**config.mk**
```make
export PLATFORM = sky130hd
export DESIGN_NAME = sleep_ctl
export DESIGN_NICKNAME = d
export VERILOG_FILES = /design/src/sleep_ctl.v /design/src/wake_delay.v
export VERILOG_INCLUDE_DIRS = /design/src /design/src/src
export SDC_FILE = /design/constraint.sdc
export NUM_CORES = 1
export LEC_CHECK = 0
export BUFFER_PORTS_ARGS = -buffer_cell sky130_fd_sc_hd__buf_2
export CAP_MARGIN = 10
export CORE_ASPECT_RATIO = 0.75
export CORE_UTILIZATION = 46
export CTS_CLUSTER_DIAMETER = 50
export DETAILED_ROUTE_END_ITERATION = 8
export PLACE_DENSITY = 0.74
export SETUP_SLACK_MARGIN = 0.3
export SYNTH_ARGS = -nofsm -noshare
export SYNTH_HDL_FRONTEND = slang
export SYNTH_SLANG_ARGS = --single-unit
```
**constraint.sdc**
```tcl
create_clock -name MCLK_I -period 2.3 [get_ports MCLK_I]
set_input_delay 0.115 -clock MCLK_I [delete_from_list [all_inputs] [get_ports MCLK_I]]
set_output_delay 0.115 -clock MCLK_I [all_outputs]
set_load 0.05 [all_outputs]
```
**src/sleep_ctl_defs.vh**
```
/*
 * constants for the sleep-mode clock gating block: mode codes, timing counts.
 * assumes a 10 MHz system clock and a cpu core that pulses a halt strobe.
 */
// Overview of operation
// - sleep needs gate bit plus halt instruction
// - code 000 idle stops cpu, flash
// - code 001 stops io, cpu, flash clocks
// - adc quiet sleep wakes on listed sources
// - code 010 power-down stops all generated clocks
// - power-down wakes only on listed sources
// - power-down wake waits fuse start-up time
// - code 011 power-save keeps async timer waking
// - power-save stops unused timer clock sources
// - code 110 standby keeps oscillator, six cycles
// - code 111 extended standby, six cycle wake
// - interrupt wake holds cpu four extra cycles
// - sleep leaves register file, sram intact
// - reset during sleep restarts at vector
// - idle or adc sleep starts conversion
// - clock-stop bit freezes peripheral, blocks access
// - clearing clock-stop resumes frozen state
// - clock-stop acts only active and idle
// - comparator off bit removes idle wake
// - codes 100 and 101 are reserved
`ifndef SLEEP_CTL_DEFS_VH
`define SLEEP_CTL_DEFS_VH

`define SLEEP_IDLE      3'h0
`define SLEEP_ADC_QUIET 3'h1
`define SLEEP_PWR_DOWN  3'h2
`define SLEEP_PWR_SAVE  3'h3
`define SLEEP_RSVD_A    3'h4
`define SLEEP_RSVD_B    3'h5
`define SLEEP_STANDBY   3'h6
`define SLEEP_EXT_STBY  3'h7

`define OSC_RESTART_CYC 6
`define WAKE_HOLD_CYC   4
`define STARTUP_DEFAULT 16
`define CNT_W           16

`endif

```
**src/sleep_ctl.v**
```verilog
/*
 * sleep-mode controller: decodes the sleep select field, gates the clock
 * domains and oscillators, gathers wake sources and times the wake-up.
 * assumes the cpu core, interrupt logic and peripherals sit on MCLK_I and
 * that wake sources arrive from outside the domain (they are synchronised).
 */
`timescale 1ns/1ps
`include "sleep_ctl_defs.vh"
module sleep_ctl #(
    parameter NPER = 8,
    parameter [`CNT_W-1:0] STARTUP_CYC = `STARTUP_DEFAULT
) (
    // clock and reset
    input wire MCLK_I,
    input wire RST_N_I,
    // cpu side
    input wire HALT_EXEC_I,
    input wire SLEEP_GATE_BIT_I,
    input wire [2:0] SLEEP_SELECT_FIELD_I,
    input wire GLOBAL_IRQ_EN_I,
    input wire CRYSTAL_SEL_I,
    input wire ADC_ENABLED_I,
    input wire COMPARATOR_OFF_BIT_I,
    input wire ASYNC_TIMER_ON_ASYNC_I,
    input wire ASYNC_TIMER_ON_SYNC_I,
    input wire [1:0] ASYNC_TIMER_IRQ_MASK_I,
    input wire [NPER-1:0] CLOCK_STOP_REGISTER_I,
    // wake sources
    input wire ANY_RESET_I,
    input wire ADC_DONE_IRQ_I,
    input wire WDT_IRQ_I,
    input wire TWI_IRQ_I,
    input wire TWI_ADDR_MATCH_I,
    input wire [1:0] ASYNC_TIMER_EVT_I,
    input wire STORE_READY_IRQ_I,
    input wire [3:0] UPPER_EXTERNAL_IRQS_I,
    input wire [3:0] UPPER_EXT_LEVEL_MODE_I,
    input wire [3:0] LOWER_EXTERNAL_IRQS_I,
    input wire PIN_CHANGE_IRQ_I,
    input wire COMPARATOR_IRQ_I,
    input wire OTHER_IO_IRQ_I,
    // clock and oscillator enables
    output wire CPU_CLK_EN_O,
    output wire FLASH_CLK_EN_O,
    output wire IO_CLK_EN_O,
    output wire ADC_CLK_EN_O,
    output wire ASYNC_TIMER_CLOCK_EN_O,
    output wire MAIN_OSC_EN_O,
    output wire TIMER_OSC_EN_O,
    output wire [NPER-1:0] PERIPH_CLK_EN_O,
    output wire [NPER-1:0] PERIPH_ACCESS_EN_O,
    output wire COMPARATOR_POWER_O,
    // cpu status
    output reg CPU_HALT_O,
    output reg ADC_START_O,
    output reg WAKE_IRQ_O,
    output reg WAKE_RESET_O,
    output reg [2:0] SLEEP_MODE_O,
    output reg SLEEPING_O
);
    // ------------------------------------------------------------------
    // state codes
    // ------------------------------------------------------------------
    localparam [3:0] ST_ACTIVE = 4'h1;
    localparam [3:0] ST_SLEEP = 4'h2;
    localparam [3:0] ST_START = 4'h4;
    localparam [3:0] ST_HOLD = 4'h8;

    // ------------------------------------------------------------------
    // wake source synchronisers
    // ------------------------------------------------------------------
    localparam SW = 23;
    wire [SW-1:0] raw = {ANY_RESET_I, ADC_DONE_IRQ_I, WDT_IRQ_I, TWI_IRQ_I,
        TWI_ADDR_MATCH_I, ASYNC_TIMER_EVT_I, STORE_READY_IRQ_I,
        UPPER_EXTERNAL_IRQS_I, LOWER_EXTERNAL_IRQS_I, PIN_CHANGE_IRQ_I,
        COMPARATOR_IRQ_I, OTHER_IO_IRQ_I, UPPER_EXT_LEVEL_MODE_I};
    reg [SW-1:0] sync1;
    reg [SW-1:0] sync2;
    always @(posedge MCLK_I) begin
        if (!RST_N_I) begin
            sync1 <= {SW{1'b0}};
            sync2 <= {SW{1'b0}};
        end else begin
            sync1 <= raw;
            sync2 <= sync1;
        end
    end
    wire s_rst = sync2[22];
    wire s_adc = sync2[21];
    wire s_wdt = sync2[20];
    wire s_twi = sync2[19];
    wire s_twi_match = sync2[18];
    wire [1:0] s_tmr = sync2[17:16];
    wire s_store = sync2[15];
    wire [3:0] s_upper = sync2[14:11];
    wire [3:0] s_lower = sync2[10:7];
    wire s_pc = sync2[6];
    wire s_cmp = sync2[5];
    wire s_other = sync2[4];
    wire [3:0] s_upper_lvl = sync2[3:0];

    // ------------------------------------------------------------------
    // mode decode
    // ------------------------------------------------------------------
    reg [3:0] state;
    reg [3:0] next_state;
    wire [2:0] sel = SLEEP_SELECT_FIELD_I;
    // standby codes only make sense with a crystal, reserved codes never
    wire sel_ok = !(sel == `SLEEP_RSVD_A || sel == `SLEEP_RSVD_B) &&
                  !((sel == `SLEEP_STANDBY || sel == `SLEEP_EXT_STBY) &&
                    !CRYSTAL_SEL_I);
    wire enter = HALT_EXEC_I && SLEEP_GATE_BIT_I && sel_ok &&
                 (state == ST_ACTIVE);
    wire [2:0] m = SLEEP_MODE_O;
    // oscillators restart as the wake is taken, so the count times a running clock
    wire asleep = (state == ST_SLEEP);
    wire m_idle = (m == `SLEEP_IDLE);
    wire m_adcq = (m == `SLEEP_ADC_QUIET);
    wire m_save = (m == `SLEEP_PWR_SAVE) || (m == `SLEEP_EXT_STBY);
    wire m_osc = (m == `SLEEP_STANDBY) || (m == `SLEEP_EXT_STBY);

    // ------------------------------------------------------------------
    // wake source selection per mode
    // ------------------------------------------------------------------
    // upper lines wake the quiet and deep modes only when set to level mode
    wire [3:0] upper_lvl = s_upper & s_upper_lvl;
    wire tmr_evt = |(s_tmr & ASYNC_TIMER_IRQ_MASK_I) && GLOBAL_IRQ_EN_I;
    wire deep_wake = s_twi_match || (|upper_lvl) || (|s_lower) || s_pc || s_wdt;
    reg wake_irq;
    always @* begin
        wake_irq = 1'b0;
        if (m_idle) begin
            wake_irq = s_adc || s_wdt || s_twi || s_twi_match || tmr_evt ||
                       s_store || (|s_upper) || (|s_lower) || s_pc || s_other ||
                       (s_cmp && !COMPARATOR_OFF_BIT_I);
        end else if (m_adcq) begin
            wake_irq = s_adc || s_wdt || s_twi || tmr_evt || s_store ||
                       (|upper_lvl) || s_pc;
        end else if (m_save) begin
            wake_irq = deep_wake || tmr_evt;
        end else begin
            wake_irq = deep_wake;
        end
    end

    // ------------------------------------------------------------------
    // wake timing
    // ------------------------------------------------------------------
    // oscillator stays up in idle, adc quiet and standby modes: short restart
    wire need_startup = !(m_idle || m_adcq || m_osc);
    localparam [`CNT_W-1:0] SHORT_CYC = `OSC_RESTART_CYC;
    localparam [`CNT_W-1:0] HOLD_CYC = `WAKE_HOLD_CYC;
    wire [`CNT_W-1:0] restart_cyc = need_startup ? STARTUP_CYC :
                                    SHORT_CYC;
    reg load;
    reg [`CNT_W-1:0] load_val;
    wire done;
    wake_delay #(
        .W(`CNT_W)
    ) u_delay (
        .clk_i(MCLK_I),
        .rst_n_i(RST_N_I),
        .load_i(load),
        .count_i(load_val),
        .done_o(done)
    );

    // ------------------------------------------------------------------
    // sleep state machine
    // ------------------------------------------------------------------
    always @* begin
        next_state = state;
        load = 1'b0;
        load_val = restart_cyc;
        case (state)
            ST_ACTIVE: begin
                if (enter) begin
                    next_state = ST_SLEEP;
                end
            end
            ST_SLEEP: begin
                if (s_rst || wake_irq) begin
                    next_state = ST_START;
                    load = 1'b1;
                end
            end
            ST_START: begin
                if (done) begin
                    next_state = ST_HOLD;
                    load = 1'b1;
                    load_val = HOLD_CYC;
                end
            end
            ST_HOLD: begin
                if (done) begin
                    next_state = ST_ACTIVE;
                end
            end
            default: begin
                next_state = ST_ACTIVE;
            end
        endcase
    end

    // only state flags here: register file and sram are never touched
    always @(posedge MCLK_I) begin
        if (!RST_N_I) begin
            state <= ST_ACTIVE;
            SLEEP_MODE_O <= `SLEEP_IDLE;
            SLEEPING_O <= 1'b0;
            CPU_HALT_O <= 1'b0;
            ADC_START_O <= 1'b0;
            WAKE_IRQ_O <= 1'b0;
            WAKE_RESET_O <= 1'b0;
        end else begin
            state <= next_state;
            ADC_START_O <= 1'b0;
            WAKE_IRQ_O <= 1'b0;
            WAKE_RESET_O <= 1'b0;
            if (enter) begin
                SLEEP_MODE_O <= sel;
                SLEEPING_O <= 1'b1;
                CPU_HALT_O <= 1'b1;
                ADC_START_O <= ADC_ENABLED_I &&
                    (sel == `SLEEP_IDLE || sel == `SLEEP_ADC_QUIET);
            end
            if (state == ST_SLEEP && (s_rst || wake_irq)) begin
                SLEEPING_O <= 1'b0;
                // reset wins: cpu restarts from the vector, not after halt
                WAKE_RESET_O <= s_rst;
                WAKE_IRQ_O <= !s_rst;
            end
            if (state == ST_HOLD && done) begin
                CPU_HALT_O <= 1'b0;
            end
        end
    end

    // ------------------------------------------------------------------
    // clock gating
    // ------------------------------------------------------------------
    // gates drop while asleep and stay down until the restart count is over; cpu and flash gates stay down through the hold count too
    wire off = (state == ST_SLEEP) || (state == ST_START);
    assign CPU_CLK_EN_O = !off && state != ST_HOLD;
    assign FLASH_CLK_EN_O = CPU_CLK_EN_O;
    assign IO_CLK_EN_O = !off || m_idle;
    assign ADC_CLK_EN_O = !off || m_idle || m_adcq;
    assign ASYNC_TIMER_CLOCK_EN_O = !off || m_idle || m_adcq ||
                                    (m_save && ASYNC_TIMER_ON_ASYNC_I);
    assign MAIN_OSC_EN_O = !asleep || m_idle || m_adcq || m_osc ||
                           (m_save && ASYNC_TIMER_ON_SYNC_I);
    assign TIMER_OSC_EN_O = ASYNC_TIMER_ON_ASYNC_I &&
                            (!asleep || m_idle || m_adcq || m_save);
    assign COMPARATOR_POWER_O = !COMPARATOR_OFF_BIT_I;

    // ------------------------------------------------------------------
    // per-peripheral clock stop
    // ------------------------------------------------------------------
    genvar i;
    generate
        for (i = 0; i < NPER; i = i + 1) begin : g_per
            // stopping the clock freezes state, so clearing resumes it as-is
            assign PERIPH_CLK_EN_O[i] = !CLOCK_STOP_REGISTER_I[i] &&
                                        IO_CLK_EN_O;
            assign PERIPH_ACCESS_EN_O[i] = !CLOCK_STOP_REGISTER_I[i];
        end
    endgenerate
endmodule // sleep_ctl

```
**src/wake_delay.v**
```verilog
/*
 * wake delay counter: loads a cycle count and raises done when it runs out.
 * assumes load is a one-cycle pulse on the same clock.
 */
`timescale 1ns/1ps
module wake_delay #(
    parameter W = 16
) (
    // clock and reset
    input wire clk_i,
    input wire rst_n_i,
    // control
    input wire load_i,
    input wire [W-1:0] count_i,
    // status
    output reg done_o
);
    reg [W-1:0] cnt;
    always @(posedge clk_i) begin
        if (!rst_n_i) begin
            cnt <= {W{1'b0}};
            done_o <= 1'b0;
        end else if (load_i) begin
            cnt <= count_i;
            done_o <= 1'b0;
        end else if (cnt != {W{1'b0}}) begin
            cnt <= cnt - {{(W-1){1'b0}}, 1'b1};
            done_o <= (cnt == {{(W-1){1'b0}}, 1'b1});
        end else begin
            done_o <= 1'b0;
        end
    end
endmodule // wake_delay
```
* Word-level counts from Yosys, hierarchy flattened
Index checks and enable logic that the tools add are counted.
** Operators by class
- Bitwise operators :: 4
- Mux-type cells :: 16
- $add $sub $neg :: 1
- Equal/unequal tests :: 19
- Reductions and logical operators :: 87
** Operators with widths (number)
- 1-bit logical OR :: 36
- 16-bit 2-to-1 mux :: 2
- 1-bit logical AND :: 22
- 3-bit equality test, second input constant :: 6
- 16-bit by 1-bit equality test with 1-bit output, second input constant :: 1
- 4-bit 2-to-1 mux :: 4
- 4-bit case mux with 4 select lines :: 1
- 16-bit nonzero test :: 1
- 16-bit by 1-bit subtractor with 16-bit output, second input constant :: 1
- 1-bit zero test :: 15
- 5-bit 2-to-1 mux :: 3
- 4-bit OR reduction :: 3
- 3-bit by 1-bit equality test with 1-bit output, second input constant :: 2
- 3-bit zero test :: 2
- 2-bit by 1-bit inequality test with 1-bit output, second input constant :: 3
- 2-bit OR reduction :: 3
- 1-bit 2-to-1 mux :: 5
- 4-bit bitwise AND :: 1
- 4-bit by 1-bit equality test with 1-bit output, second input constant :: 1
- 4-bit by 2-bit equality test with 1-bit output, second input constant :: 1
- 4-bit by 3-bit equality test with 1-bit output, second input constant :: 1
- 4-bit equality test, second input constant :: 1
- 4-bit inequality test, second input constant :: 1
- 2-bit AND reduction :: 2
- other kinds (8) :: 9
** Word-level totals
- Input port bits :: 46
- Register bits :: 75

* Depth between registers and ports, before layout
Gate-level depths: netlist (run 1).
- Depth in word-level cells :: 15
- Depth in mapped cells :: 9
- Gate-level depth less buffers :: 7

* Cells and area by module
A second synthesis (run 1) with hierarchy kept.
** Unflattened totals
- Cells, all modules :: 321
- Area total of the unflattened synthesis :: 3074.2 sq um
** Modules (own cells, without submodules)
- sleep_ctl :: area each 2147.1 sq um, times used 1, cells an instance 213, seq. area each 1161.1 sq um
- wake_delay :: area each 927.1 sq um, times used 1, cells an instance 108, seq. area each 340.3 sq um

* Worst setup path before layout (run 1)
No wires, ideal clock.
- Kind :: flip-flop to flip-flop
- Start :: reg sync2[12]
- End :: reg u_delay.done_o
- Data arrival time :: 2.141 ns
- Setup slack :: 0.071 ns
- Setup time :: 0.088 ns
- Cell stages (with the launch flop) :: 8
- Path buffers :: 1
- Path through :: dfxtp_1 > or4_1 > a211o_1 > a221oi_2 > a21oi_2 > or2_1 > buf_6 > nor4_4
** Between the ends
- Word-level cells in the longest chain between the ends :: 14
- Elaborated cells between the ends (all ways) :: 22
** RTL lines
- start: declaration :: RTL line sleep_ctl.v:78 : reg [SW-1:0] sync2;
- start signal: assignment :: RTL line sleep_ctl.v:82 : sync2 <= {SW{1'b0}};
- start signal: assignment :: RTL line sleep_ctl.v:85 : sync2 <= sync1;
- 4-bit bitwise AND :: RTL line sleep_ctl.v:126 : wire [3:0] upper_lvl = s_upper & s_upper_lvl;
- 4-bit OR reduction :: RTL line sleep_ctl.v:128, sleep_ctl.v:138
- 1-bit logical OR (4 in a row) :: RTL line sleep_ctl.v:128 : wire deep_wake = s_twi_match || (|upper_lvl) || (|s_lower) || s_pc || s_wdt;
- 1-bit logical OR :: RTL line sleep_ctl.v:140 : wake_irq = deep_wake || tmr_evt;
- 1-bit 2-to-1 mux :: RTL line sleep_ctl.v:139 : end else if (m_save) begin
- 1-bit 2-to-1 mux :: RTL line sleep_ctl.v:136 : end else if (m_adcq) begin
- 1-bit 2-to-1 mux * :: RTL line sleep_ctl.v:132 : if (m_idle) begin
- 1-bit logical OR * :: RTL line sleep_ctl.v:182 : if (s_rst || wake_irq) begin
- 1-bit 2-to-1 mux * :: RTL line sleep_ctl.v:182
- 1-bit case mux with 2 select lines * :: RTL line sleep_ctl.v:175 : case (state)
- 3-bit OR reduction (no source line) *
- end signal: assignment :: RTL line wake_delay.v:28 : done_o <= (cnt == {{(W-1){1'b0}}, 1'b1});
- end: declaration :: RTL line wake_delay.v:16 : output reg done_o
Mark *: on every way between the ends. The rest lies on a longest branch, timed or not.
A chain may end at the register's enable or synchronous reset.

* Worst setup path in the final report (run 1)
- Start :: reg sync2[13]
- End :: reg u_delay.cnt[4]
** Between the ends
- Word-level cells in the longest chain between the ends :: 14
- Elaborated cells between the ends (all ways) :: 23
** RTL lines
- 4-bit bitwise AND :: RTL line sleep_ctl.v:126
- 4-bit OR reduction :: RTL line sleep_ctl.v:128, sleep_ctl.v:138
- 1-bit logical OR (4 in a row) :: RTL line sleep_ctl.v:128
- 1-bit logical OR :: RTL line sleep_ctl.v:140
- 1-bit 2-to-1 mux :: RTL line sleep_ctl.v:139
- 1-bit 2-to-1 mux :: RTL line sleep_ctl.v:136
- 1-bit 2-to-1 mux * :: RTL line sleep_ctl.v:132
- 1-bit logical OR * :: RTL line sleep_ctl.v:182
- 1-bit 2-to-1 mux * :: RTL line sleep_ctl.v:182
- 1-bit case mux with 2 select lines * :: RTL line sleep_ctl.v:175
- 16-bit 2-to-1 mux or 2-bit nonzero test (tied branches)
- end signal: assignment :: RTL line wake_delay.v:21 : cnt <= {W{1'b0}};
- end signal: assignment :: RTL line wake_delay.v:24 : cnt <= count_i;
- end signal: assignment :: RTL line wake_delay.v:27 : cnt <= cnt - {{(W-1){1'b0}}, 1'b1};
- end: declaration :: RTL line wake_delay.v:18 : reg [W-1:0] cnt;
Marks and branches as above.

==> out/metrics.yaml, run 1 <==
status: "finished, final reports clean"
cts_tree: "done"
vias: 2392
rsz0062_at_grt: "yes"
worstSetupPathType: "reg2reg"
nFillCells: 471
wl_um: 6109
synth_top_family_by_area: "simple AND/OR/NAND/NOR gates"
p_switching_w: 0.001381
avgSynthCellArea_um2: 9.370
slew_headroom_pct: 57.00
synth_edf_count: 0
syn_inst: 305
crit_buf_inv: 1
hold_violations: 0
antenna_found_initial: 0
synth_cell_types: 44
syn_area_um2: 2858
grt_pass1_wl_um: 9970
cp-start-kind: "flop"
cts_buffers: 9
synth-main-ff-cell: "dfxtp_1"
die_h_um: 70.26
postSynth.asyncResetShare_pct: 0
end_kind: "flop"
synth_seq_cells: 75
layout.cells.most_common: "buf_2"
min_path_type: "in2reg"
first_global_vias: 2194
cp_slowest_cell: "or4_1"
yosysSeqAreaShare_pct: 52.54
wl_per_cell_um: 12.29
p_comb_share_pct: 32.5
cp_max_fo: 3
crit_family: "compound AO/OA/AOI/OAI gates"
route.detailed.drc: 0
drive_gt1_share_pct: 31.03
yosys.area_share.simple_pct: 27.67
grt_use_total_pct: 20.12
tightest_slew_ns: 0.6360
p_per_area_nw_per_um2: 1004
irDropWorstVdd_mv: 0.6022
clock-skew-final_ns: 0.009543
p_leak_nw: 1.720
final-setup-viol-count: 0
post-dp-hpwl_um: 4183
root_buffer: "clkbuf_8"
synth.net_count: 353
dp.cells: 456
dieWidth_um: 93.01
vias_per_cell: 4.813
grt_max_degree: 53
fp.coreArea_um2: 5916
clkLatencyLatePin_ns: 0.35
clk_path_buf_depth: 2
drtPass1Iterations: 4
synth-xor-area-share_pct: 3.984
num_rows: 24
area_growth_pct: 36.82
required_ns: 2.58
yosysWarnings: 0
grt.overflow.total: 0
num_antenna_cells: 0
port_buffers: 77
drv_slew: 0
clock_sinks: 75
clkSlewWorstSetupHoldPaths_ns: 0.09
synthAdderAreaFrac_pct: 0.8757
final_util_pct: 66.10
drv_cap: 0
post-route-period-util_pct: 94.22
gp_congestion: 0.8110
final_cell_mix: "buf_2 (76), dfxtp_1 (71), and2_1 (47)"
tns_ns: 0
seqPwrFrac_pct: 41.2
clockPowerShare_pct: 26.4
path_cells: "or4_1 -> a211o_1 -> a221oi_4 -> a21oi_2 -> buf_6 -> or3_1 -> a21oi_1"
final_cells: 497
drtIter0Drc: 81
cts_max_level: 3
layout_min_cycle_time_ns: 2.167
synth-compound-area-share_pct: 8.581
maxClockFrequency_ghz: 0.4615
crit_path_max_incr_delay_ns: 0.51
p_int_w: 0.002545
ios: 78
postRouteAntennaNets: 0
netSwitchingFraction_pct: 35.18
synthMuxAreaShare_pct: 1.839
start_util_pct: 48.31
die-area_um2: 6535
critical_path_arrival_ns: 2.45
nets: 462
-- worst reg2reg max path, delay by kind of cell (launching register included) --
| kind | cells | cell delay, ns |
|---|---|---|
| and+or+nand+nor | 2 | 0.81 |
| DFF | 1 | 0.33 |
| AOI/OAI and AO/OA | 4 | 0.83 |
| buffers and inverters | 1 | 0.14 |
-- Yosys cell counts (3+ instances only) --
library cell	number	share of area, %
nand3_1	4	0.70
a21oi_1	8	1.4
a22oi_1	4	1.1
nand2_1	11	1.4
nor4_1	6	1.3
inv_1	18	2.4
xnor2_1	9	2.8
clkbuf_1	7	0.92
nor2b_1	4	0.88
xor2_1	4	1.2
dfxtp_1	75	53
a211oi_1	5	1.3
mux2i_1	3	1.1
or3_1	6	1.3
nor3_1	6	1.1
o21ai_0	8	1.4
and2_1	47	10
nor2_1	47	6.2
-- logic make-up after synthesis --
| kind of cell | after synthesis |
|---|---|
| adder cells (fa/ha/maj) | 2 |
| flip-flops | 75 |
| XOR/XNOR | 13 |
| buffers and inverters | 29 |
| multiplexers | 5 |
| AND/OR/NAND/NOR | 145 |
| AO/OA/AOI/OAI | 36 |
-- flip-flops by register name, indices dropped and copies added (netlist names) --
| register | flops |
|---|---|
| WAKE_RESET_O | 1 |
| u_delay.cnt | 16 |
| SLEEPING_O | 1 |
| sync1 | 23 |
| ADC_START_O | 1 |
| CPU_HALT_O | 1 |
| state | 4 |
| SLEEP_MODE_O | 3 |
| sync2 | 23 |
| WAKE_IRQ_O | 1 |
| u_delay.done_o | 1 |
-- layout make-up --
type | instances | area (µm²) | area share [%]
Sequential cell | 75 | 1511 | 38.66
Multi-Input combinational cell | 201 | 1336 | 34.18
Timing Repair Buffer | 109 | 693.2 | 17.73
Clock buffer | 9 | 123.9 | 3.168
Tap cell | 78 | 97.59 | 2.496
Clock inverter | 7 | 80.08 | 2.048
Inverter | 18 | 67.56 | 1.728
-- per-layer routing --
metal	up-vias	GRT usage, %	wire [µm]
met2	60	30.64	2792
met4	0	6.667	63
met3	7	7.625	314
met5	-	0	0
met1	1097	26.22	2938
li1	1228	-	-
-- power groups by stage --
stage | Combinational [W] | Sequential, W | Clock, W
after global routing | 0.00140 | 0.00164 | 0.00113
after global placement | 0.00117 | 0.00163 | 0
after detailed placement | 0.00120 | 0.00164 | 0
after floorplan | 0.000955 | 0.00162 | 0
after CTS | 0.00127 | 0.00161 | 0.00106
final | 0.00128 | 0.00162 | 0.00103
-- stage by stage --
stage	setup WS [ns]	power [W]	area (µm²)	hold WS (ns)
CTS	0.1318	0.003941	3859	0.007140
global placement	0.1034	0.002799	3359	0.3212
global route	0.03668	0.004164	3910	0.008637
detailed placement	0.08507	0.002838	3359	0.3241
finish	0.1330	0.003926	3910	0.01309
floorplan	0.2148	0.002578	2885	0.2423
-- worst paths after layout --
kind / start / end / slack, ns / depth (start not counted)
setup reg to reg: sync2[13] / u_delay.cnt[4] / 0.13 / 7
setup / recovery: sync2[13] / u_delay.cnt[4] / 0.13 / 7
hold reg to reg: sync1[3] / sync2[3] / 0.43 / 1
hold / removal: SLEEP_SELECT_FIELD_I[0] / SLEEP_MODE_O[0] / 0.01 / 3
-- timing repair --
| item | in CTS | in global routing |
|---|---|---|
| resized for setup | 13 | 14 |
| setup buffers | 2 | 0 |
| pin swaps | 4 | 3 |
| hold endpoints to repair | 23 | 0 |
| endpoints found under the setup margin | 27 | 33 |
| hold buffers | 23 | 0 |
Power figures use the tool's default switching activity.
==> run 2, diff against run 1 <==
==> constraint.sdc (replaced) <==
create_clock -name MCLK_I -period 2.3 [get_ports MCLK_I]
set_input_delay 0.115 -clock MCLK_I [delete_from_list [all_inputs] [get_ports MCLK_I]]
set_output_delay 0.115 -clock MCLK_I [all_outputs]
set_load 0.02 [all_outputs]
==> out/metrics.yaml, run 2 (synthesis results as in run 1) <==
end_kind: "flop"
cp_slowest_cell: "or4_4"
area_growth_pct: 34.85
required_ns: 2.58  # about the same
drv_cap: 0  # unchanged
num_rows: 24  # unchanged
irDropWorstVdd_mv: 0.4518  # -25%
hold_start: "SLEEP_SELECT_FIELD_I[0]"
ios: 78  # unchanged
num_antenna_cells: 0  # unchanged
clkLatencyLatePin_ns: 0.35  # about the same
fp.coreArea_um2: 5916  # unchanged
critPathMostFrequentCell: "a21oi_2"
vias: 2385  # -0.29%
hold_depth: 3  # unchanged
reg.largest.list: "sync1: 23 flops, sync2: 23 flops, u_delay.cnt: 16 flops"
die_h_um: 70.26  # unchanged
p_per_area_nw_per_um2: 999.1  # -0.51%
postRouteAntennaNets: 0  # unchanged
grt_pass1_wl_um: 10320  # +3.5%
root_buffer: "clkbuf_8"
wl_per_cell_um: 12.74  # +3.7%
crit_start: "sync2[13]"
rsz0062_at_grt: "yes"
postLayoutSetupSlackWorst_ns: 0.1191  # -0.01392 ns
clkSlewWorstSetupHoldPaths_ns: 0.08  # about the same
cts_tree: "done"
drtIter0Drc: 94  # +16%
vias_per_cell: 4.789  # -0.49%
cts_buffers: 9  # unchanged
grt_use_total_pct: 21.03  # +0.91 points
reg2reg_to: "u_delay.cnt[4]"
antenna_found_initial: 0  # unchanged
clock_sinks: 75  # unchanged
worstSetupPathType: "reg2reg"
drv_slew: 0  # unchanged
slew_headroom_pct: 58.23  # +1.2 points
post-dp-hpwl_um: 4377  # +4.6%
p_leak_nw: 1.693  # -1.6%
wl_um: 6347  # +3.9%
worstRegToRegCells: 7  # unchanged
start_util_pct: 48.31  # unchanged
final_cell_mix: "buf_2 (77), dfxtp_1 (72), and2_1 (47)"
nets: 463  # +0.22%
status: "finished, final reports clean"
clk_path_buf_depth: 2  # unchanged
gp_congestion: 0.8287  # +2.2%
drive_gt1_share_pct: 30.24  # -0.79 points
grt_max_degree: 39  # -26%
whs_endpoint: "SLEEP_MODE_O[0]"
tns_ns: 0  # unchanged
worstReg2RegStart: "sync2[13]"
cts_max_level: 3  # unchanged
layout_min_cycle_time_ns: 2.181  # +0.01392 ns
grt.overflow.total: 0  # unchanged
first_global_vias: 2251  # +2.6%
drtPass1Iterations: 4  # unchanged
critical_path_arrival_ns: 2.46  # about the same
clock-skew-final_ns: 0.006778  # -0.002765 ns
min_path_type: "in2reg"
r2r_slack_ns: 0.12  # about the same
crit_buf_inv: 1  # unchanged
post-place-ws_ns: 0.06628  # -0.01879 ns
maxClockFrequency_ghz: 0.4585  # -0.64%
hold_violations: 0  # unchanged
dieWidth_um: 93.01  # unchanged
route.detailed.drc: 0  # unchanged
cp_max_fo: 6  # +3
crit_path_max_incr_delay_ns: 0.52  # about the same
die-area_um2: 6535  # unchanged
tightest_slew_ns: 0.6179  # -0.01813 ns
crit_family: "simple AND/OR/NAND/NOR gates"
nFillCells: 484  # +2.8%
layout.cells.most_common: "buf_2"
port_buffers: 77  # unchanged
cp-start-kind: "flop"
post-route-period-util_pct: 94.82  # +0.61 points
final-setup-viol-count: 0  # unchanged
path_cells: "or4_4 -> a211o_1 -> a221oi_2 -> a21oi_2 -> buf_6 -> or3_1 -> a21oi_2"
run 2: what timing repair did:
item                                    in CTS  in global routing
pin swaps                                    4                  2
hold endpoints to repair                    23                  0
cloned                                       0                  0
endpoints found under the setup margin      27                 23
resized for setup                            7                 10
hold buffers                                23                  0
setup buffers                                2                  0
run 2: worst max path at each step:
| stage | cells past startpoint | end | slack [ns] |
|---|---|---|---|
| floorplan | 8 | u_delay.cnt[13] | 0.21 |
| global placement | 6 | u_delay.done_o | 0.08 |
| detailed placement | 6 | u_delay.done_o | 0.07 |
| global route | 7 | u_delay.cnt[4] | 0.03 |
| CTS | 7 | u_delay.cnt[4] | 0.11 |
| finish | 7 | u_delay.cnt[4] | 0.12 |
run 2: routing by layer:
layer,up-vias,wire length [µm],global-route usage (%)
met5,-,0,0
li1,1226,-,-
met1,1084,2928,25.84
met2,62,2973,33.33
met4,0,134,9.402
met3,13,310,7.190
run 2: layout make-up:
type	instances	area, µm²	area share, %
sequential	75	1505	39.06
clock buffer	10	127.6	3.312
tap	78	97.59	2.532
inverter	18	67.56	1.753
multi-input combinational	201	1290	33.47
clock inverter	6	71.32	1.851
timing repair buffer	110	694.4	18.02
run 2: report_power, final:
| group | internal (W) | switching [W] | leakage (nW) |
|---|---|---|---|
| combinational | 0.000571 | 0.000668 | 0.981 |
| sequential | 0.00147 | 0.000144 | 0.619 |
| clock | 0.000512 | 0.000488 | 0.0939 |
run 2: worst min-delay path, stage by stage:
cell     delay (ns)
buf_2          0.08
mux2i_1        0.05
nor2_1         0.09
run 2: per-stage QoR:
stage | std cells | total power (W) | area, µm² | utilization [%] | hold slack (ns)
6_report | 498 | 0.003850 | 3854 | 65.14 | 0.02160
5_1_grt | 498 | 0.004114 | 3854 | 65.14 | 0.01178
3_5_place_dp | 457 | 0.002791 | 3366 | 56.90 | 0.3231
3_3_place_gp | 457 | 0.002753 | 3366 | 56.90 | 0.3234
4_1_cts | 498 | 0.003838 | 3817 | 64.53 | 0.001193
2_1_floorplan | 305 | 0.002527 | 2884 | - | 0.2423
